[src/rtl/cfg_crc_consts.vh]
// Register indices, field layouts, reset values and timing counts of the configuration checksum block.
`ifndef CFG_CRC_CONSTS_VH
`define CFG_CRC_CONSTS_VH

// Register indices; the byte address on the bus is four times the index.
`define IDX_RETENTION      14'h0081
`define IDX_CHECKSUM       14'h0400
`define IDX_ALARM_GENERAL  14'h0401
`define IDX_ALARM_OUT_A    14'h0402
`define IDX_ALARM_OUT_B    14'h0403
`define IDX_WAKEUP_A       14'h0404
`define IDX_SUPPLY_RST     14'h0405
`define IDX_COMM_RST       14'h0406
`define IDX_SUPPLY_EVT     14'h0407
`define IDX_ANALOG_EVT_A   14'h0408
`define IDX_COMM_EVT_B     14'h0409
`define IDX_ANALOG_EVT     14'h040A
`define IDX_COMM_EVT       14'h040B
`define IDX_MEAS_EVT       14'h040C
`define IDX_STATUS         14'h040F

// Covered set: first index, number of words and last slot.
`define CFG_FIRST          14'h0401
`define CFG_COUNT          12
`define CFG_LAST_SLOT      4'hB

// General alarm settings: bits 15:9 are reserved and read as zero.
`define ALARM_WMASK        16'h01FF
`define ALARM_IN_SEL_LSB   0
`define ALARM_IN_HB_LSB    2
`define ALARM_OUT_SEL_LSB  4
`define ALARM_OUT_HB_LSB   6
`define HB_IN_INVERT_BIT   8

// Reset values.
`define CFG_RESET          16'h0000
`define CHECKSUM_RESET     16'h0000

// Polynomial in normal form, leading term dropped, and start value.
`define CRC_POLY           16'hA2EB
`define CRC_INIT           16'hFFFF

// Status register fields.
`define STATUS_BUSY_BIT    0
`define STATUS_DONE_BIT    1

// Latest time from a covered write to a readable checksum.
`define CRC_LIMIT_NS       100000
`define CLK_PERIOD_PS      25000
`define CRC_LIMIT_CYCLES   ((`CRC_LIMIT_NS * 1000) / `CLK_PERIOD_PS)

`endif

[src/rtl/config_crc_and_retention_regs.v]
// Configuration checksum engine, covered settings registers and retention word behind an APB slave.
//
// The APB register port is this design's own decision.
`timescale 1ns/1ps
`include "cfg_crc_consts.vh"

module config_crc_and_retention_regs (
	// Clock and reset.
	input  wire        pclk,
	input  wire        presetn,
	// APB slave.
	input  wire        psel,
	input  wire        penable,
	input  wire        pwrite,
	input  wire [15:0] paddr,
	input  wire [31:0] pwdata,
	output reg  [31:0] prdata,
	output wire        pready,
	output wire        pslverr,
	// Power mode pin, high while the device is in Active mode.
	input  wire        active_mode,
	// Checksum engine state.
	output reg         crc_busy
);

	localparam ST_IDLE = 2'b01;
	localparam ST_RUN  = 2'b10;

	// Covered settings words, slot 0 is the general alarm settings.
	reg  [15:0] cfg_mem [0:`CFG_COUNT-1];

	// Retention word and checksum state.
	reg  [15:0] deep_sleep_retention_word_1;
	reg  [15:0] configuration_checksum;
	reg  [15:0] crc_acc;
	reg  [3:0]  crc_slot;
	reg  [1:0]  state;
	reg  [1:0]  next_state;
	reg         crc_done;

	// Active mode pin synchroniser and edge history.
	reg         act_meta;
	reg         act_sync;
	reg         act_prev;

	// Bus decode.
	wire [13:0] idx;
	wire        aligned;
	wire        setup_phase;
	wire        access_phase;
	wire        wr_access;
	wire        rd_access;
	wire        mapped;
	wire        cfg_hit;
	wire [3:0]  cfg_idx;

	// Engine control.
	wire        active_entry;
	wire        cfg_write;
	wire        checksum_read;
	wire        crc_start;
	wire [15:0] crc_next;
	reg  [31:0] next_rdata;

	integer k;

	// True when an index falls inside the covered set.
	function is_cfg;
		input [13:0] i;
		begin
			is_cfg = (i >= `CFG_FIRST) && (i < (`CFG_FIRST + `CFG_COUNT));
		end
	endfunction

	// Slot of a covered index inside the settings array.
	function [3:0] cfg_slot;
		input [13:0] i;
		reg   [13:0] d;
		begin
			d = i - `CFG_FIRST;
			cfg_slot = d[3:0];
		end
	endfunction

	// Write mask of a covered slot; reserved alarm bits stay zero.
	function [15:0] cfg_mask;
		input [3:0] s;
		begin
			cfg_mask = (s == 4'h0) ? `ALARM_WMASK : 16'hFFFF;
		end
	endfunction

	assign idx          = paddr[15:2];
	assign aligned      = (paddr[1:0] == 2'b00);
	assign setup_phase  = psel & ~penable;
	assign access_phase = psel & penable;
	assign cfg_hit      = aligned & is_cfg(idx);
	assign cfg_idx      = cfg_slot(idx);

	assign mapped = aligned & ((idx == `IDX_RETENTION) | (idx == `IDX_CHECKSUM) |
	                           (idx == `IDX_STATUS) | is_cfg(idx));

	// Every access completes without wait states; prdata was captured in the setup cycle.
	assign pready  = 1'b1;
	assign pslverr = access_phase & ~mapped;

	assign wr_access = access_phase & pwrite & mapped;
	assign rd_access = access_phase & ~pwrite & mapped;

	// Read mux, sampled in the setup cycle so that prdata comes straight from a flip-flop.
	always @* begin
		next_rdata = 32'h0000_0000;
		if (aligned) begin
			if (idx == `IDX_RETENTION) begin
				next_rdata[15:0] = deep_sleep_retention_word_1;
			end else if (idx == `IDX_CHECKSUM) begin
				next_rdata[15:0] = configuration_checksum;
			end else if (idx == `IDX_STATUS) begin
				next_rdata[`STATUS_BUSY_BIT] = crc_busy;
				next_rdata[`STATUS_DONE_BIT] = crc_done;
			end else if (is_cfg(idx)) begin
				next_rdata[15:0] = cfg_mem[cfg_idx] & cfg_mask(cfg_idx);
			end
		end
	end

	always @(posedge pclk or negedge presetn) begin
		if (!presetn) begin
			prdata <= 32'h0000_0000;
		end else if (setup_phase) begin
			prdata <= next_rdata;
		end
	end

	// The retention word sits in the always-on supply and has no reset at all.
	// It feeds only the read mux, so no stored value can alter device behaviour.
	always @(posedge pclk) begin
		if (wr_access && idx == `IDX_RETENTION) begin
			deep_sleep_retention_word_1 <= pwdata[15:0];
		end
	end

	// Covered settings registers.
	always @(posedge pclk or negedge presetn) begin
		if (!presetn) begin
			for (k = 0; k < `CFG_COUNT; k = k + 1) begin
				cfg_mem[k] <= `CFG_RESET;
			end
		end else if (wr_access && cfg_hit) begin
			cfg_mem[cfg_idx] <= pwdata[15:0] & cfg_mask(cfg_idx);
		end
	end

	// The mode pin comes from another supply domain and is synchronised before use.
	always @(posedge pclk or negedge presetn) begin
		if (!presetn) begin
			act_meta <= 1'b0;
			act_sync <= 1'b0;
			act_prev <= 1'b0;
		end else begin
			act_meta <= active_mode;
			act_sync <= act_meta;
			act_prev <= act_sync;
		end
	end

	assign active_entry  = act_sync & ~act_prev;
	assign cfg_write     = wr_access & cfg_hit;
	assign checksum_read = rd_access & (idx == `IDX_CHECKSUM);

	// A new trigger during a run restarts from the first slot, so the value that
	// finally lands always reflects every write made before the last trigger.
	assign crc_start = active_entry | cfg_write | checksum_read;

	crc16_word_step u_step (
		.crc_in  (crc_acc),
		.data_in (cfg_mem[crc_slot]),
		.crc_out (crc_next)
	);

	always @* begin
		case (state)
			ST_IDLE: begin
				next_state = crc_start ? ST_RUN : ST_IDLE;
			end
			ST_RUN: begin
				if (crc_start) begin
					next_state = ST_RUN;
				end else if (crc_slot == `CFG_LAST_SLOT) begin
					next_state = ST_IDLE;
				end else begin
					next_state = ST_RUN;
				end
			end
			default: begin
				next_state = ST_IDLE;
			end
		endcase
	end

	// One covered word per clock: twelve cycles per run, far inside the
	// CRC_LIMIT_CYCLES budget, which is why no faster parallel engine is used.
	always @(posedge pclk or negedge presetn) begin
		if (!presetn) begin
			state                  <= ST_IDLE;
			crc_acc                <= `CRC_INIT;
			crc_slot               <= 4'h0;
			crc_busy               <= 1'b0;
			crc_done               <= 1'b0;
			configuration_checksum <= `CHECKSUM_RESET;
		end else begin
			state <= next_state;
			if (crc_start) begin
				crc_acc  <= `CRC_INIT;
				crc_slot <= 4'h0;
				crc_busy <= 1'b1;
			end else if (state == ST_RUN) begin
				crc_acc  <= crc_next;
				crc_slot <= crc_slot + 4'h1;
				if (crc_slot == `CFG_LAST_SLOT) begin
					crc_busy <= 1'b0;
				end
			end
			// The visible value changes only when a full pass over the set ends.
			if (state == ST_RUN && !crc_start && crc_slot == `CFG_LAST_SLOT) begin
				configuration_checksum <= crc_next;
				crc_done               <= 1'b1;
			end
		end
	end

endmodule // config_crc_and_retention_regs

[src/rtl/crc16_word_step.v]
// One sixteen-bit word folded into the configuration checksum, most significant bit first.
`timescale 1ns/1ps
`include "cfg_crc_consts.vh"

module crc16_word_step (
	// Running checksum and next word.
	input  wire [15:0] crc_in,
	input  wire [15:0] data_in,
	// Updated checksum.
	output reg  [15:0] crc_out
);

	integer i;
	reg     fb;

	always @* begin
		crc_out = crc_in;
		fb = 1'b0;
		for (i = 15; i >= 0; i = i - 1) begin
			fb = crc_out[15] ^ data_in[i];
			crc_out = {crc_out[14:0], 1'b0} ^ (fb ? `CRC_POLY : 16'h0000);
		end
	end

endmodule // crc16_word_step

[config.mk]
export PLATFORM = sky130hd
export DESIGN_NAME = config_crc_and_retention_regs
export DESIGN_NICKNAME = d
export VERILOG_FILES = /design/src/rtl/config_crc_and_retention_regs.v /design/src/rtl/crc16_word_step.v
export VERILOG_INCLUDE_DIRS = /design/src /design/src/rtl
export SDC_FILE = /design/constraint.sdc
export NUM_CORES = 1
export LEC_CHECK = 0
export BUFFER_PORTS_ARGS = -buffer_cell sky130_fd_sc_hd__buf_2
export CAP_MARGIN = 25
export CORE_AREA = 2 2 158 175
export CTS_CLUSTER_DIAMETER = 150
export DETAILED_ROUTE_END_ITERATION = 16
export DIE_AREA = 0 0 160 177
export HOLD_SLACK_MARGIN = 0.15
export PLACE_DENSITY = 0.73
export REMOVE_ABC_BUFFERS = 1
export SLEW_MARGIN = 5
export SYNTH_ARGS = -nofsm -noshare
export SYNTH_HDL_FRONTEND = slang
export SYNTH_SLANG_ARGS = --single-unit
[constraint.sdc]
create_clock -name pclk -period 5.3 [get_ports pclk]
set_clock_uncertainty 0.1 [all_clocks]
set_input_delay 0.53 -clock pclk [delete_from_list [all_inputs] [get_ports pclk]]
set_output_delay 0.53 -clock pclk [all_outputs]
set_load 0.005 [all_outputs]
# Yosys cells after proc, flatten, opt, wreduce, memory -nomap -nowiden
# Index checks and enable logic that the tools add are counted.
# classes
addsub	2
n_lt_le_gt_ge	5
eq_ne	6
mux	43
bitwise_logic	57
reduce_logical	12
# op_table
op	n
$mux 16	28
$xor 16x16->16	16
$bwmux 192	1
$bmux 16 s4	2
$demux 16 s4	1
$and 16x16->16	2
$eq 14x11->1 const B	2
$xor 1x1->1	16
$eq 14x8->1 const B	1
$ge 14x11->1 const B	1
$lt 14x11->1 const B	1
$mux 14	1
$and 1x1->1	12
$ge 5x5->1 const B	2
$not 4->5	2
$mux 2	4
$mux 4	2
$logic_and 1x1->1	6
$lt 5x1->1 const B	1
$or 1x1->1	5
$add 4x1->4 const B	1
$eq 4x4->1 const B	1
$logic_not 4->1	1
$not 1->1	4
other kinds (9)	12
# totals
ff_bits	267
wordCells	148

# Logic depth before layout (Yosys ltp)
# Gate-level depths: netlist (run 1).
# logic_depth
ltp_word	54
ltp_mapped	14
depth_no_buf	11

# Cells and area by module
# From an unflattened synthesis (run 1), not the netlist that was laid out.
# hier_totals
cells_unflattened	1165
area_unflattened_um2	15078.2
# modules_own_cells
mod	n_inst	cells_per_inst	area_each_um2
config_crc_and_retention_regs	1	1081	13970.9
crc16_word_step	1	84	1107.3

# Worst setup path after synthesis (run 1)
# No wires, ideal clock.
# synth_timing
path_type	input to register
startpoint	input paddr[2]
endpoint	register cfg_mem[182] (netlist name)
setup_ps	125
arrival_ps	4017
required_time_ps	5075
path_slack_ps	1058
stages	10
n_path_buf	4
path_cell_list	clkbuf_1 > clkbuf_1 > buf_1 > inv_1 > ha_1 > xnor2_1 > nand3_1 > nor3_1 > clkbuf_1 > mux2_2
# synth_via
elab_chain_cells	7
word_cells_on_any_way	21
classes_between	1 x add/sub; 4 x order compare; 3 x eq/ne; 3 x mux; 7 x bitwise; 3 x reduce/logical
# synth_lines
element	line_no	source
start: declaration	config_crc_and_retention_regs.v:15	input wire [15:0] paddr,
$sub 4x1->4 (no line), or another cell as far along	-	
$not 4->5 (not written as such) / $or 1x1->1 (equally long branches)	config_crc_and_retention_regs.v:150, config_crc_and_retention_regs.v:100	
$ge 5x5->1 (not written as such), or another cell as far along	config_crc_and_retention_regs.v:150	cfg_mem[cfg_idx] <= pwdata[15:0] & cfg_mask(cfg_idx);
$logic_and 1x1->1 (not written as such) / $or 1x1->1 (equally long branches)	config_crc_and_retention_regs.v:150, config_crc_and_retention_regs.v:100	
$mux 16 (not written as such) / $and 1x1->1 (equally long branches)	config_crc_and_retention_regs.v:150, config_crc_and_retention_regs.v:100	
$demux 16 s4 / $and 1x1->1 (equally long branches)	config_crc_and_retention_regs.v:150, config_crc_and_retention_regs.v:107	
$bwmux 192 / $logic_and 1x1->1 (equally long branches)	config_crc_and_retention_regs.v:150, config_crc_and_retention_regs.v:149	
end signal: indexed assignment	config_crc_and_retention_regs.v:147	cfg_mem[k] <= `CFG_RESET;
end signal: indexed assignment	config_crc_and_retention_regs.v:150	
end: declaration	config_crc_and_retention_regs.v:30	reg [15:0] cfg_mem [0:`CFG_COUNT-1];
# Parallel ways exist; a longest one is shown, timed or not.
# A chain may end at the register's enable or synchronous reset.

# Worst setup path in the final report (run 1)
# layout_timing
startpoint	register crc_slot[0]
endpoint	register configuration_checksum[5]
# layout_via
elab_chain_cells	52
word_cells_on_any_way	54
classes_between	1 x eq/ne; 19 x mux; 33 x bitwise; 1 x reduce/logical
# layout_lines
element	line_no	source
start: declaration	config_crc_and_retention_regs.v:36	reg [3:0] crc_slot;
start signal: assignment	config_crc_and_retention_regs.v:219	crc_slot <= crc_slot + 4'h1;
$not 4->5 (not written as such)	config_crc_and_retention_regs.v:177	.data_in (cfg_mem[crc_slot]),
$bmux 16 s4	config_crc_and_retention_regs.v:177	
$mux 16 (not written as such) (2 in a row)	config_crc_and_retention_regs.v:177	
$xor 1x1->1	crc16_word_step.v:20	fb = crc_out[15] ^ data_in[i];
$mux 16	crc16_word_step.v:21	crc_out = {crc_out[14:0], 1'b0} ^ (fb ? `CRC_POLY : 16'h0000);
$xor 16x16->16	crc16_word_step.v:21	
$xor 1x1->1	crc16_word_step.v:20	
$mux 16	crc16_word_step.v:21	
(+35 left out)	-	
$mux 16	crc16_word_step.v:21	
$xor 16x16->16	crc16_word_step.v:21	
$xor 1x1->1	crc16_word_step.v:20	
$mux 16	crc16_word_step.v:21	
$xor 16x16->16	crc16_word_step.v:21	
$xor 1x1->1	crc16_word_step.v:20	
$mux 16	crc16_word_step.v:21	
$xor 16x16->16	crc16_word_step.v:21	
end signal: assignment	config_crc_and_retention_regs.v:210	configuration_checksum <= `CHECKSUM_RESET;
end signal: assignment	config_crc_and_retention_regs.v:226	configuration_checksum <= crc_next;
end: declaration	config_crc_and_retention_regs.v:34	reg [15:0] configuration_checksum;
# Parallel ways exist; a longest one is shown, timed or not. The select of a mux whose other input is x is not followed.

==> results.md, run 1 <==
* Result of the run: finished clean
* Reg clk slew, reported paths at 0.06 ns
* FP Rows at 63
* Time the final worst path needs with I/O delays and setup at roughly 4.4 ns
* Iteration count of the initial detailed-routing pass at 5
* Cell area after synthesis at between 0.01 and 0.015 mm²
* Final weighted congestion of routability-driven global placement at ~0.94
* Largest vdd supply drop at around 610 µV
* Number of cells on the worst hold path at 1
* Global-route total usage across every layer at 0.2677
* Port-buffer cells at 55
* CTS tree: done
* Core Box Area at 0.02664 mm²
* Total negative slack at 0 ns
* Area of placed instances at 0.01519 mm²
* Static Leakage at 7.270 nW
* Start-to-end type of the worst setup path: reg -> reg
* Wire length of the first global-routing pass at roughly 58000 µm
* Via count at 9961
* Endpoint type of the worst setup path: flop
* Worst flop-to-flop path endpoint: configuration_checksum[5]
* Root Buffer: clkbuf_16
* Distinct cell type count of the synthesized netlist at 65
* Critical path arrival at approximately 4.7 ns
* # Max-Cap Violations at 0
* Placed cells at 1555
* Num ports at slightly below 90
* Post-CTS setup buffer count at 0
* Register-to-Register Path Depth at 11
* Initial core utilization at 0.5495
* Final hold violations at 0
* Fraction of layout instances using a drive strength above 1 at 0.3050
* Drt drc at 0
* R2r setup slk at 0.91 ns
* Number of antenna violations at the first check in global routing at 0
* YS warnings at 0
* Pin count of the biggest net entering global routing at roughly 130
* P&R area growth vs syn at 10.99%
* H-tree depth at 1
* Via count of the first global-routing pass at 10093
* Cts bufs inserted at 28
* Average wire per cell in the routed design at 22.94 µm
* Gr ovfl total at 0
* Critical register-to-register path startpoint: crc_slot[0]
* Number of antenna-violating nets in the routed design at 0
* Die W at 160 µm
* Worst-Margin Slew at 0.9072 ns
* Critical path launch point type: flop
* Part of the Yosys area used for sequential elements at 0.4633
* Non-Filler Cell Area, Final at about 0.016 mm²
* Largest fanout on the critical path at 15
* Power Dens Cells at 489.0 mW/mm²
* Instance count of the mapped netlist at 1201
* Number of endpoints failing setup at the final stage at 0
* Post-layout nets at approximately 1300
* Max_slew headroom at 0.3952
* Sinks on the clock net at 267
* Final HPWL DP at roughly 24000 µm
* Worst skew pair latency at 0.56 ns
* Mean number of vias per cell at 6.164
* Avg Cell Area, Syn at 12.19 µm²
* Number of DRC violations after detailed-routing iteration 0 at 822
* Smallest setup slack after layout at 0.9142 ns
* Required time of the critical path at 5.65 ns
* Final period util at 0.8275
* Hold path startpoint: pwdata[7]
* Count of flip-flops with a built-in enable after synthesis at 16
* Final routed wirelength across all metal layers at 37070 µm
* Synth async-reset ratio at 0.9401
* Filler Cell Count at 2074
* Worst hold path endpoint: deep_sleep_retention_word_1[7]
* Hold/Removal Path Class: in -> reg
* Dominant synthesized flop cell: dfrtp_1
* RSZ-0062 raised after global routing: false
* Clock Tree Buf Depth at 3
* Die height at 177 µm
* F_max at between 200 and 250 MHz
* Non-filler instance count after layout at approximately 1600
* Number of flip-flops and latches in the synthesized netlist at 267
* Fin. max-slew vios at 0
* Die ar. at 0.02832 mm²
* Worst slack at placement at 0.9925 ns
* Diode insertion count for antenna repair at 0
## synth_stat cells (all sizes together), types with 10 or more instances
master,count,area (µm²)
clkbuf,71,286.5
mux4,86,1959
mux2i,34,340.3
nand2,183,686.9
xnor3,12,276.5
dfstp,17,446.7
dfrtp,234,5856
mux2,112,1265
inv,10,37.53
a221oi,18,157.7
buf,37,295.3
nor2,47,176.4
edfxtp,16,480.5
xor2,19,204.0
a31oi,18,125.1
nand3,10,50.05
a21oi,25,125.1
o21ai,116,588.1
xnor2,51,536.8
## what timing repair did
| action | in CTS | in global routing |
|---|---|---|
| gates resized for setup | 0 | 0 |
| hold endpoints to repair | 116 | 0 |
| hold buffers | 9 | 0 |
## where the power goes
part           internal (mW)  switching, mW  total, mW
Sequential              2.14         0.0554       2.19
Clock                   1.18          0.802       1.98
Combinational           1.86           1.91       3.77
Total                   5.18           2.77       7.95
## stage by stage
step / hold slack [ns] / total power, mW / util
2_1_floorplan: 0.1344 / 5.154 / -
3_3_place_gp: 0.2443 / 5.917 / 0.5692
3_5_place_dp: 0.2404 / 5.940 / 0.5703
4_1_cts: 0.2046 / 7.951 / 0.6087
5_1_grt: 0.2230 / 8.316 / 0.6098
6_report: 0.2217 / 7.945 / 0.6098
## registers in the layout, indices dropped and copies added, names as in the netlist
register	count
cfg_mem	192
configuration_checksum	16
crc_acc	16
deep_sleep_retention_word_1	16
prdata	16
crc_slot	4
state	2
act_meta	1
act_prev	1
act_sync	1
crc_busy	1
crc_done	1
## final cells by class
type / count / area [µm²] / area share
clock inverter: 2 / 46.29 / 0.002849
inverter: 11 / 55.05 / 0.003388
clock buffer: 48 / 887.1 / 0.05460
tap: 357 / 446.7 / 0.02749
timing repair buffer: 101 / 710.7 / 0.04374
sequential: 267 / 6785 / 0.4176
multi-input combinational: 830 / 7317 / 0.4503
## cells in the final DEF (no fill, tap or decap), drive strengths merged, types with 16 or more instances in the layout
cell    Yosys  final
dfrtp     234    234
nand2     183    183
o21ai     116    116
mux2      112    112
buf        37     92
mux4       86     86
xnor2      51     51
clkbuf     71     48
nor2       47     47
mux2i      34     34
a21oi      25     25
xor2       19     19
a221oi     18     18
a31oi      18     18
conb        2     17
dfstp      17     17
edfxtp     16     16
## how the worst max path moves through the flow
stage / start / endpoint / slack, ns / cells past startpoint
3_5_place_dp: crc_slot[0] / configuration_checksum[5] / 0.99 / 11
5_1_grt: crc_slot[0] / configuration_checksum[5] / 0.76 / 11
4_1_cts: crc_slot[0] / configuration_checksum[5] / 0.92 / 11
3_3_place_gp: crc_slot[0] / configuration_checksum[5] / 1.04 / 11
6_report: crc_slot[0] / configuration_checksum[5] / 0.91 / 11
2_1_floorplan: crc_slot[1] / configuration_checksum[5] / 0.48 / 10
## routing by layer
layer / wire, µm / GRT usage / vias to the layer above
met2: 17870 / 0.4352 / 360
met4: 1086 / 0.09384 / 0
met5: 0 / 0 / -
met3: 2810 / 0.05717 / 71
li1: - / - / 4395
met1: 15300 / 0.3616 / 5135
## logic make-up after synthesis
kind of cell,Yosys count,share of synthesized area
XOR/XNOR,86,0.07615
AO/OA/AOI/OAI,205,0.08453
adder cells (fa/ha/maj),9,0.007692
AND/OR/NAND/NOR,281,0.08077
other,2,0.0005130
flip-flops,267,0.4633
buffers and inverters,119,0.04350
multiplexers,232,0.2435
## critical path, cell delays in order, from the launching register on
cell,delay [ns]
dfrtp_2,0.53
buf_4,0.37
mux4_1,0.60
mux2i_1,0.23
o21ai_2,0.11
xor2_2,0.34
xnor2_1,0.22
xnor2_1,0.32
xor3_2,0.48
xnor2_2,0.35
xor3_1,0.32
mux2_2,0.28
Note: power is estimated with default switching activity, not from simulation.
==> run 2, diff against run 1 <==
ABC_AREA = 1   (was unset)
CORE_AREA = 2 2 163 181   (was 2 2 158 175)
DIE_AREA = 0 0 165 183   (was 0 0 160 177)
PLACE_DENSITY = 0.77   (was 0.73)
clock period = 3.6 ns   (was 5.3 ns; I/O delays follow)
==> run 2 against run 1 <==
Against the previous run: the flow now finishes with violations (negative setup slack); hold slack gained 0.030 ns; utilization grew 9.9 points; global-route usage up 11 points; setup slack got worse by 1.7 ns; first-iteration DRC count grew to 2.9 times the previous value; maximum frequency is 0.69% lower; flip-flop and latch count did not move; largest cell class unchanged; via count up 64%; wire length is 57% higher.
==> results.md, run 2 <==
* Result of the run: finished with violations
* Violations in the final reports: negative setup slack
* Die W at 165 µm (+3.1%)
* Number of antenna violations at the first check in global routing at 1 (+1)
* Required time of the critical path at 3.98 ns (-1.67 ns)
* Average wire per cell in the routed design at 22.02 µm (-4.0%)
* Number of cells on the worst hold path at 0 (-1)
* Avg Cell Area, Syn at 7.688 µm² (-37%)
* Core Box Area at 0.02838 mm² (+6.5%)
* FP Rows at 65 (+3.2%)
* Library cell appearing most often on the critical path: nand2_8
* Final hold violations at 0 (unchanged)
* Smallest setup slack after layout at -0.8161 ns (-1.730 ns)
* Diode insertion count for antenna repair at 0 (unchanged)
* Sinks on the clock net at 267 (unchanged)
* Global-route total usage across every layer at 0.3759 (+0.1082)
* Drt drc at 0 (unchanged)
* Number of endpoints failing setup at the final stage at 32 (+32)
* Time the final worst path needs with I/O delays and setup at 4.416 ns (+0.03027 ns)
* Part of the Yosys area used for sequential elements at 0.4304 (-0.03296)
* Instance count of the mapped netlist at 2050 (+71%)
* Most frequent standard cell in the layout excluding fill and tap cells: nand2_1
* Critical-path cell with the highest stage delay: dfrtp_2
* Sequential cell area at 0.006785 mm² (unchanged)
* CTS tree: done
* Top cells by count, synth: nand2_1, o21ai_0, dfrtp_1
* Filler Cell Count at 2034 (-1.9%)
* Via count at 16353 (+64%)
* Final period util at 1.227 (+0.3992)
* YS warnings at 0 (unchanged)
* Area occupied by multi-input gates at 0.008726 mm² (+19%)
* Die height at 183 µm (+3.4%)
* Count of flip-flops with a built-in enable after synthesis at 16 (unchanged)
* Max_slew headroom at 0.3778 (-0.01736)
* Fraction of layout instances using a drive strength above 1 at 0.2532 (-0.05181)
* Wire length of the first global-routing pass at 87530 µm (+51%)
* F_max at 226.4 MHz (-0.69%)
* Root Buffer: clkbuf_16
* Endpoint type of the worst setup path: flop
* Initial core utilization at 0.5553 (+0.005806)
* Biggest area contributors in the synthesized netlist: dfrtp_1, o21ai_0, nand2_1
* Cell area after synthesis at 0.01576 mm² (+7.7%)
* Cts bufs inserted at 28 (unchanged)
* Critical path arrival at 4.80 ns (+0.07 ns)
* Worst slack at placement at -0.6523 ns (-1.645 ns)
* Commonest non-fill, non-tap cells in the layout: nand2_1, o21ai_0, dfrtp_1
* RSZ-0062 raised after global routing: true
* Iteration count of the initial detailed-routing pass at 7 (+2)
* Critical path launch point type: flop
* Worst-Margin Slew at 0.9333 ns (+0.02604 ns)
* Gr ovfl total at 0 (unchanged)
* H-tree depth at 1 (unchanged)
* # Max-Cap Violations at 0 (unchanged)
* Maximum cell stage delay along the critical path at 0.45 ns (-0.15 ns)
* Number of DRC violations after detailed-routing iteration 0 at 2390 (+190%)
* Largest register FFs at 192 (unchanged)
* Worst skew pair latency at 0.59 ns (+0.03 ns)
* Area of placed instances at 0.01741 mm² (+15%)
* Fin. max-slew vios at 0 (unchanged)
* Dominant synthesized flop cell: dfrtp_1
* Cell with the most instances after synthesis: nand2_1
* P&R area growth vs syn at 27.64%
* Distinct cell type count of the synthesized netlist at 54 (-17%)
* Number of antenna-violating nets in the routed design at 0 (unchanged)
* Final routed wirelength across all metal layers at 58020 µm (+57%)
* Reg clk slew, reported paths at 0.07 ns (about the same)
* Register-to-Register Path Depth at 34 (+23)
* Largest fanout on the critical path at 7 (-8)
* Non-Filler Cell Area, Final at 0.02012 mm² (+24%)
* Num ports at 89 (unchanged)
* Number of flip-flops and latches in the synthesized netlist at 267 (unchanged)
* Biggest area consumer among synthesized cells: dfrtp_1
* Via count of the first global-routing pass at 15618 (+55%)
* Most flops, register: cfg_mem
* Pin count of the biggest net entering global routing at 113 (-16%)
* Synth async-reset ratio at 0.9401 (unchanged)
* Final weighted congestion of routability-driven global placement at 0.9557 (+1.8%)
* Clock Tree Buf Depth at 3 (unchanged)
* Die ar. at 0.03020 mm² (+6.6%)
* Port-buffer cells at 55 (unchanged)
* Hold/Removal Path Class: reg -> reg
* Start-to-end type of the worst setup path: reg -> reg
* Post-layout nets at 2308 (+77%)
* Final HPWL DP at 35080 µm (+48%)
* Proportion of netlist area held by the largest area contributor at 0.3715 (-0.02845)
* Mean number of vias per cell at 6.206 (+0.68%)
-- run 2: layout make-up --
cell class | instances | area share
Multi-Input combinational cell | 1471 | 0.4338
Tap cell | 368 | 0.02289
Inverter | 171 | 0.03421
Timing Repair inverter | 1 | 0.0005598
Timing Repair Buffer | 305 | 0.1231
Sequential cell | 267 | 0.3373
Clock buffer | 36 | 0.03887
Clock inverter | 16 | 0.009267
-- run 2: metrics by stage --
step | hold slack, ns | TNS, ns | std cells | util
finish | 0.2520 | -20.61 | 2635 | 0.7088
CTS | 0.2269 | -11.37 | 2627 | 0.6942
detailed placement | 0.2395 | -16.21 | 2530 | 0.6135
global route | 0.2561 | -25.28 | 2635 | 0.7088
floorplan | -0.03559 | -57.59 | 1909 | -
global placement | 0.2393 | -12.33 | 2530 | 0.6135
-- run 2: path summary, 6_finish.rpt --
path                        startpoint           end  slack, ns
min reg2reg                   act_meta      act_sync       0.25
min in group asynchronous      presetn  cfg_mem[171]       0.34
max reg2reg                crc_slot[0]   crc_acc[15]      -0.82
max in group asynchronous      presetn    crc_acc[7]       2.06
min                           act_meta      act_sync       0.25
max                        crc_slot[0]   crc_acc[15]      -0.82
-- run 2: what timing repair did --
item,CTS,global route
endpoints found under the setup margin,32,32
resized for setup,178,81
hold endpoints to repair,110,0
gates cloned,5,0
buffers inserted,22,10
hold buffers,18,0
pin swaps,69,66
-- run 2: logic make-up (layout without fill, tap and decap cells) --
family                   Yosys count  count (layout)  share of synthesized area
AND/OR/NAND/NOR                  780             780                     0.2204
AO/OA/AOI/OAI                    595             595                     0.2070
buffers and inverters            327             529                    0.08900
flip-flops                       267             267                     0.4304
XOR/XNOR                          70              70                    0.04557
adder cells (fa/ha/maj)            9               9                   0.007145
other                              2              17                  0.0004765
-- run 2: per-layer routing --
metal	vias up	GRT usage	part of all wire
li1	7153	-	-
met3	320	0.08593	0.12
met1	7707	0.4818	0.36
met4	0	0.2157	0.072
met2	1173	0.5847	0.45
met5	-	0	0
-- run 2: worst max-delay path, delay by kind of cell, from the launching register on --
family	cells	cell delay, ns
flip-flops	1	0.45
AND/OR/NAND/NOR	22	2.09
XOR/XNOR	2	0.42
buffers and inverters	8	0.97
AO/OA/AOI/OAI	2	0.23
Power of run 2 is not shown: default switching activity piles up to over one toggle a cycle in this logic, so the estimate is an artifact.
==> run 3, diff against run 2 <==
--- a/config.mk
+++ b/config.mk
@@ -9,3 +9,2 @@
 export ABC_AREA = 1
-export BUFFER_PORTS_ARGS = -buffer_cell sky130_fd_sc_hd__buf_2
 export CAP_MARGIN = 25
@@ -15,4 +14,5 @@
 export DIE_AREA = 0 0 165 183
+export DONT_BUFFER_PORTS = 1
 export HOLD_SLACK_MARGIN = 0.15
-export PLACE_DENSITY = 0.77
+export PLACE_DENSITY = 0.74
 export REMOVE_ABC_BUFFERS = 1
@@ -22 +22,2 @@
 export SYNTH_SLANG_ARGS = --single-unit
+export TNS_END_PERCENT = 30
--- a/constraint.sdc
+++ b/constraint.sdc
@@ -4,2 +4,2 @@
 set_output_delay 0.36 -clock pclk [all_outputs]
-set_load 0.005 [all_outputs]
+set_load 0.02 [all_outputs]
==> run 3 against run 2 <==
Against the previous run: the flow finishes with violations (negative hold slack, negative setup slack); wire length fell by 3.2%; flip-flop and latch count did not move; hold slack worse by 0.85 ns; die area unchanged; cell count shrank 3.7%.
==> results.md, run 3 (synthesis gave the netlist of run 2 again) <==
* Iteration count of the initial detailed-routing pass at 6 (-1)
* Register-to-Register Path Depth at 32 (-5.9%)
* Most flops, register: cfg_mem
* Initial core utilization at 0.5553 (unchanged)
* Die W at 165 µm (unchanged)
* Clock Tree Buf Depth at 3 (unchanged)
* Non-Filler Cell Area, Final at 0.01925 mm² (-4.3%)
* Fin. max-slew vios at 0 (unchanged)
* Start-to-end type of the worst setup path: reg -> reg
* Post-layout nets at 2210 (-4.2%)
* FP Rows at 65 (unchanged)
* Worst skew pair latency at 0.57 ns (-0.02 ns)
* Global-route total usage across every layer at 0.3615 (-0.01438)
* Via count at 15685 (-4.1%)
* H-tree depth at 1 (unchanged)
* Port-buffer cells at 0 (-100%)
* Largest fanout on the critical path at 8 (+1)
* Diode insertion count for antenna repair at 0 (unchanged)
* RSZ-0062 raised after global routing: true
* Maximum cell stage delay along the critical path at 0.41 ns (-0.04 ns)
* Reg clk slew, reported paths at 0.06 ns (about the same)
* Result of the run: finished with violations
* Drt drc at 0 (unchanged)
* Number of antenna violations at the first check in global routing at 0 (-1)
* Final worst hold slack at -0.5935 ns (-0.8455 ns)
* # Max-Cap Violations at 0 (unchanged)
* Final routed wirelength across all metal layers at 56140 µm (-3.2%)
* Wire length of the first global-routing pass at 83420 µm (-4.7%)
* Gr ovfl total at 0 (unchanged)
* Violations in the final reports: negative hold slack, negative setup slack
* Via count of the first global-routing pass at 14569 (-6.7%)
* Largest register FFs at 192 (unchanged)
* Mean number of vias per cell at 6.182 (-0.38%)
* Critical-path cell with the highest stage delay: dfrtp_2
* Worst Setup SP: crc_slot[0]
* Sinks on the clock net at 267 (unchanged)
* Worst flop-to-flop path endpoint: configuration_checksum[7]
* Die ar. at 0.03020 mm² (unchanged)
* Fraction of layout instances using a drive strength above 1 at 0.2084 (-0.04481)
* Buffering stage count on the worst path with inverters included at 3 (-5)
* Required time of the critical path at 3.91 ns (-0.07 ns)
* Number of antenna-violating nets in the routed design at 0 (unchanged)
* Endpoint type of the worst setup path: flop
* Kind of cell adding the most delay to the critical path: simple AND/OR/NAND/NOR gates
* Num ports at 89 (unchanged)
* Number of DRC violations after detailed-routing iteration 0 at 2169 (-9.2%)
* Final weighted congestion of routability-driven global placement at 0.9637 (+0.84%)
* P&R area growth vs syn at 22.14%
* Core Box Area at 0.02838 mm² (unchanged)
* Cts bufs inserted at 28 (unchanged)
* Final hold violations at 251 (+251)
* Number of endpoints failing setup at the final stage at 32 (unchanged)
* Smallest setup slack after layout at -0.6706 ns (+0.1455 ns)
* Die height at 183 µm (unchanged)
* Final period util at 1.186 (-0.04043)
* Root Buffer: clkbuf_16
* Library cell appearing most often on the critical path: nand2_4
* Commonest non-fill, non-tap cells in the layout: nand2_1, o21ai_0, dfrtp_1
* Max_slew headroom at 0.2369 (-0.1409)
* R2r setup slk at -0.67 ns (+0.15 ns)
* Hold/Removal Path Class: in -> async
* CTS Hold Buffers Added at 18 (unchanged)
* Area of placed instances at 0.01682 mm² (-3.4%)
* Critical path launch point type: flop
* F_max at 234.2 MHz (+3.4%)
* Critical register-to-register path startpoint: crc_slot[0]
* Critical path depth at 32 (-5.9%)
* Final HPWL DP at 34680 µm (-1.1%)
* Most frequent standard cell in the layout excluding fill and tap cells: nand2_1
* CTS tree: done
* Worst-Margin Slew at 1.141 ns (+0.2076 ns)
* Total negative slack at -16.69 ns (+3.923 ns)
* Crit path to: configuration_checksum[7]
* Time the final worst path needs with I/O delays and setup at 4.271 ns (-0.1455 ns)
* Critical path arrival at 4.58 ns (-0.22 ns)
* Pin count of the biggest net entering global routing at 252 (+120%)
* Average wire per cell in the routed design at 22.13 µm (+0.49%)
==> run 3: cell count changes in the layout (fill, tap and decap cells not counted), sizes merged <==
cell	before	now
inv	170	169
bufinv	4	1
buf	287	187
clkbuf	36	47
clkinv	14	9
==> run 3: final cells by class <==
cell class	count	area, µm²
Timing Repair inverter	1	8.758
Sequential cell	267	6785
Multi-Input combinational cell	1471	8524
Inverter	171	685.7
Tap cell	368	460.4
Clock inverter	7	62.56
Clock buffer	45	865.8
Fill cell	2163	9134
Timing Repair Buffer	207	1857
==> run 3: per-layer routing <==
| layer | part of all wire | global-route usage |
|---|---|---|
| met1 | 0.37 | 0.4810 |
| met2 | 0.45 | 0.5607 |
| met3 | 0.11 | 0.06355 |
| met4 | 0.069 | 0.1997 |
| met5 | 0 | 0 |
==> run 3: repair_timing <==
item                                    4_1_cts  5_1_grt
pin swaps                                    27       50
endpoints found under the setup margin       32       32
endpoints found under the hold margin       420      251
gates resized for setup                      81      132
buffers inserted                              9       15
gates cloned                                  3        2
==> run 3: through the flow <==
step / setup WS [ns] / utilization / hold slack (ns) / cells
finish: -0.6706 / 0.6782 / -0.5935 / 2537
global route: -0.8328 / 0.6782 / -0.5984 / 2537
CTS: -0.4163 / 0.6505 / -0.6059 / 2521
detailed placement: -0.5730 / 0.5928 / -0.02844 / 2439
global placement: -0.4488 / 0.5928 / -0.02608 / 2439
floorplan: -1.855 / - / -0.03559 / 1909
==> run 3: how the worst min path moves through the flow <==
stage          startpoint      endpoint  cells past startpoint
2_1_floorplan     presetn      act_meta                      0
6_report          presetn   cfg_mem[43]                      0
3_3_place_gp      presetn  cfg_mem[139]                      0
3_5_place_dp      presetn   cfg_mem[43]                      0
5_1_grt           presetn   cfg_mem[43]                      0
4_1_cts           presetn   cfg_mem[14]                      0
Power of run 3 is left out for the same reason.
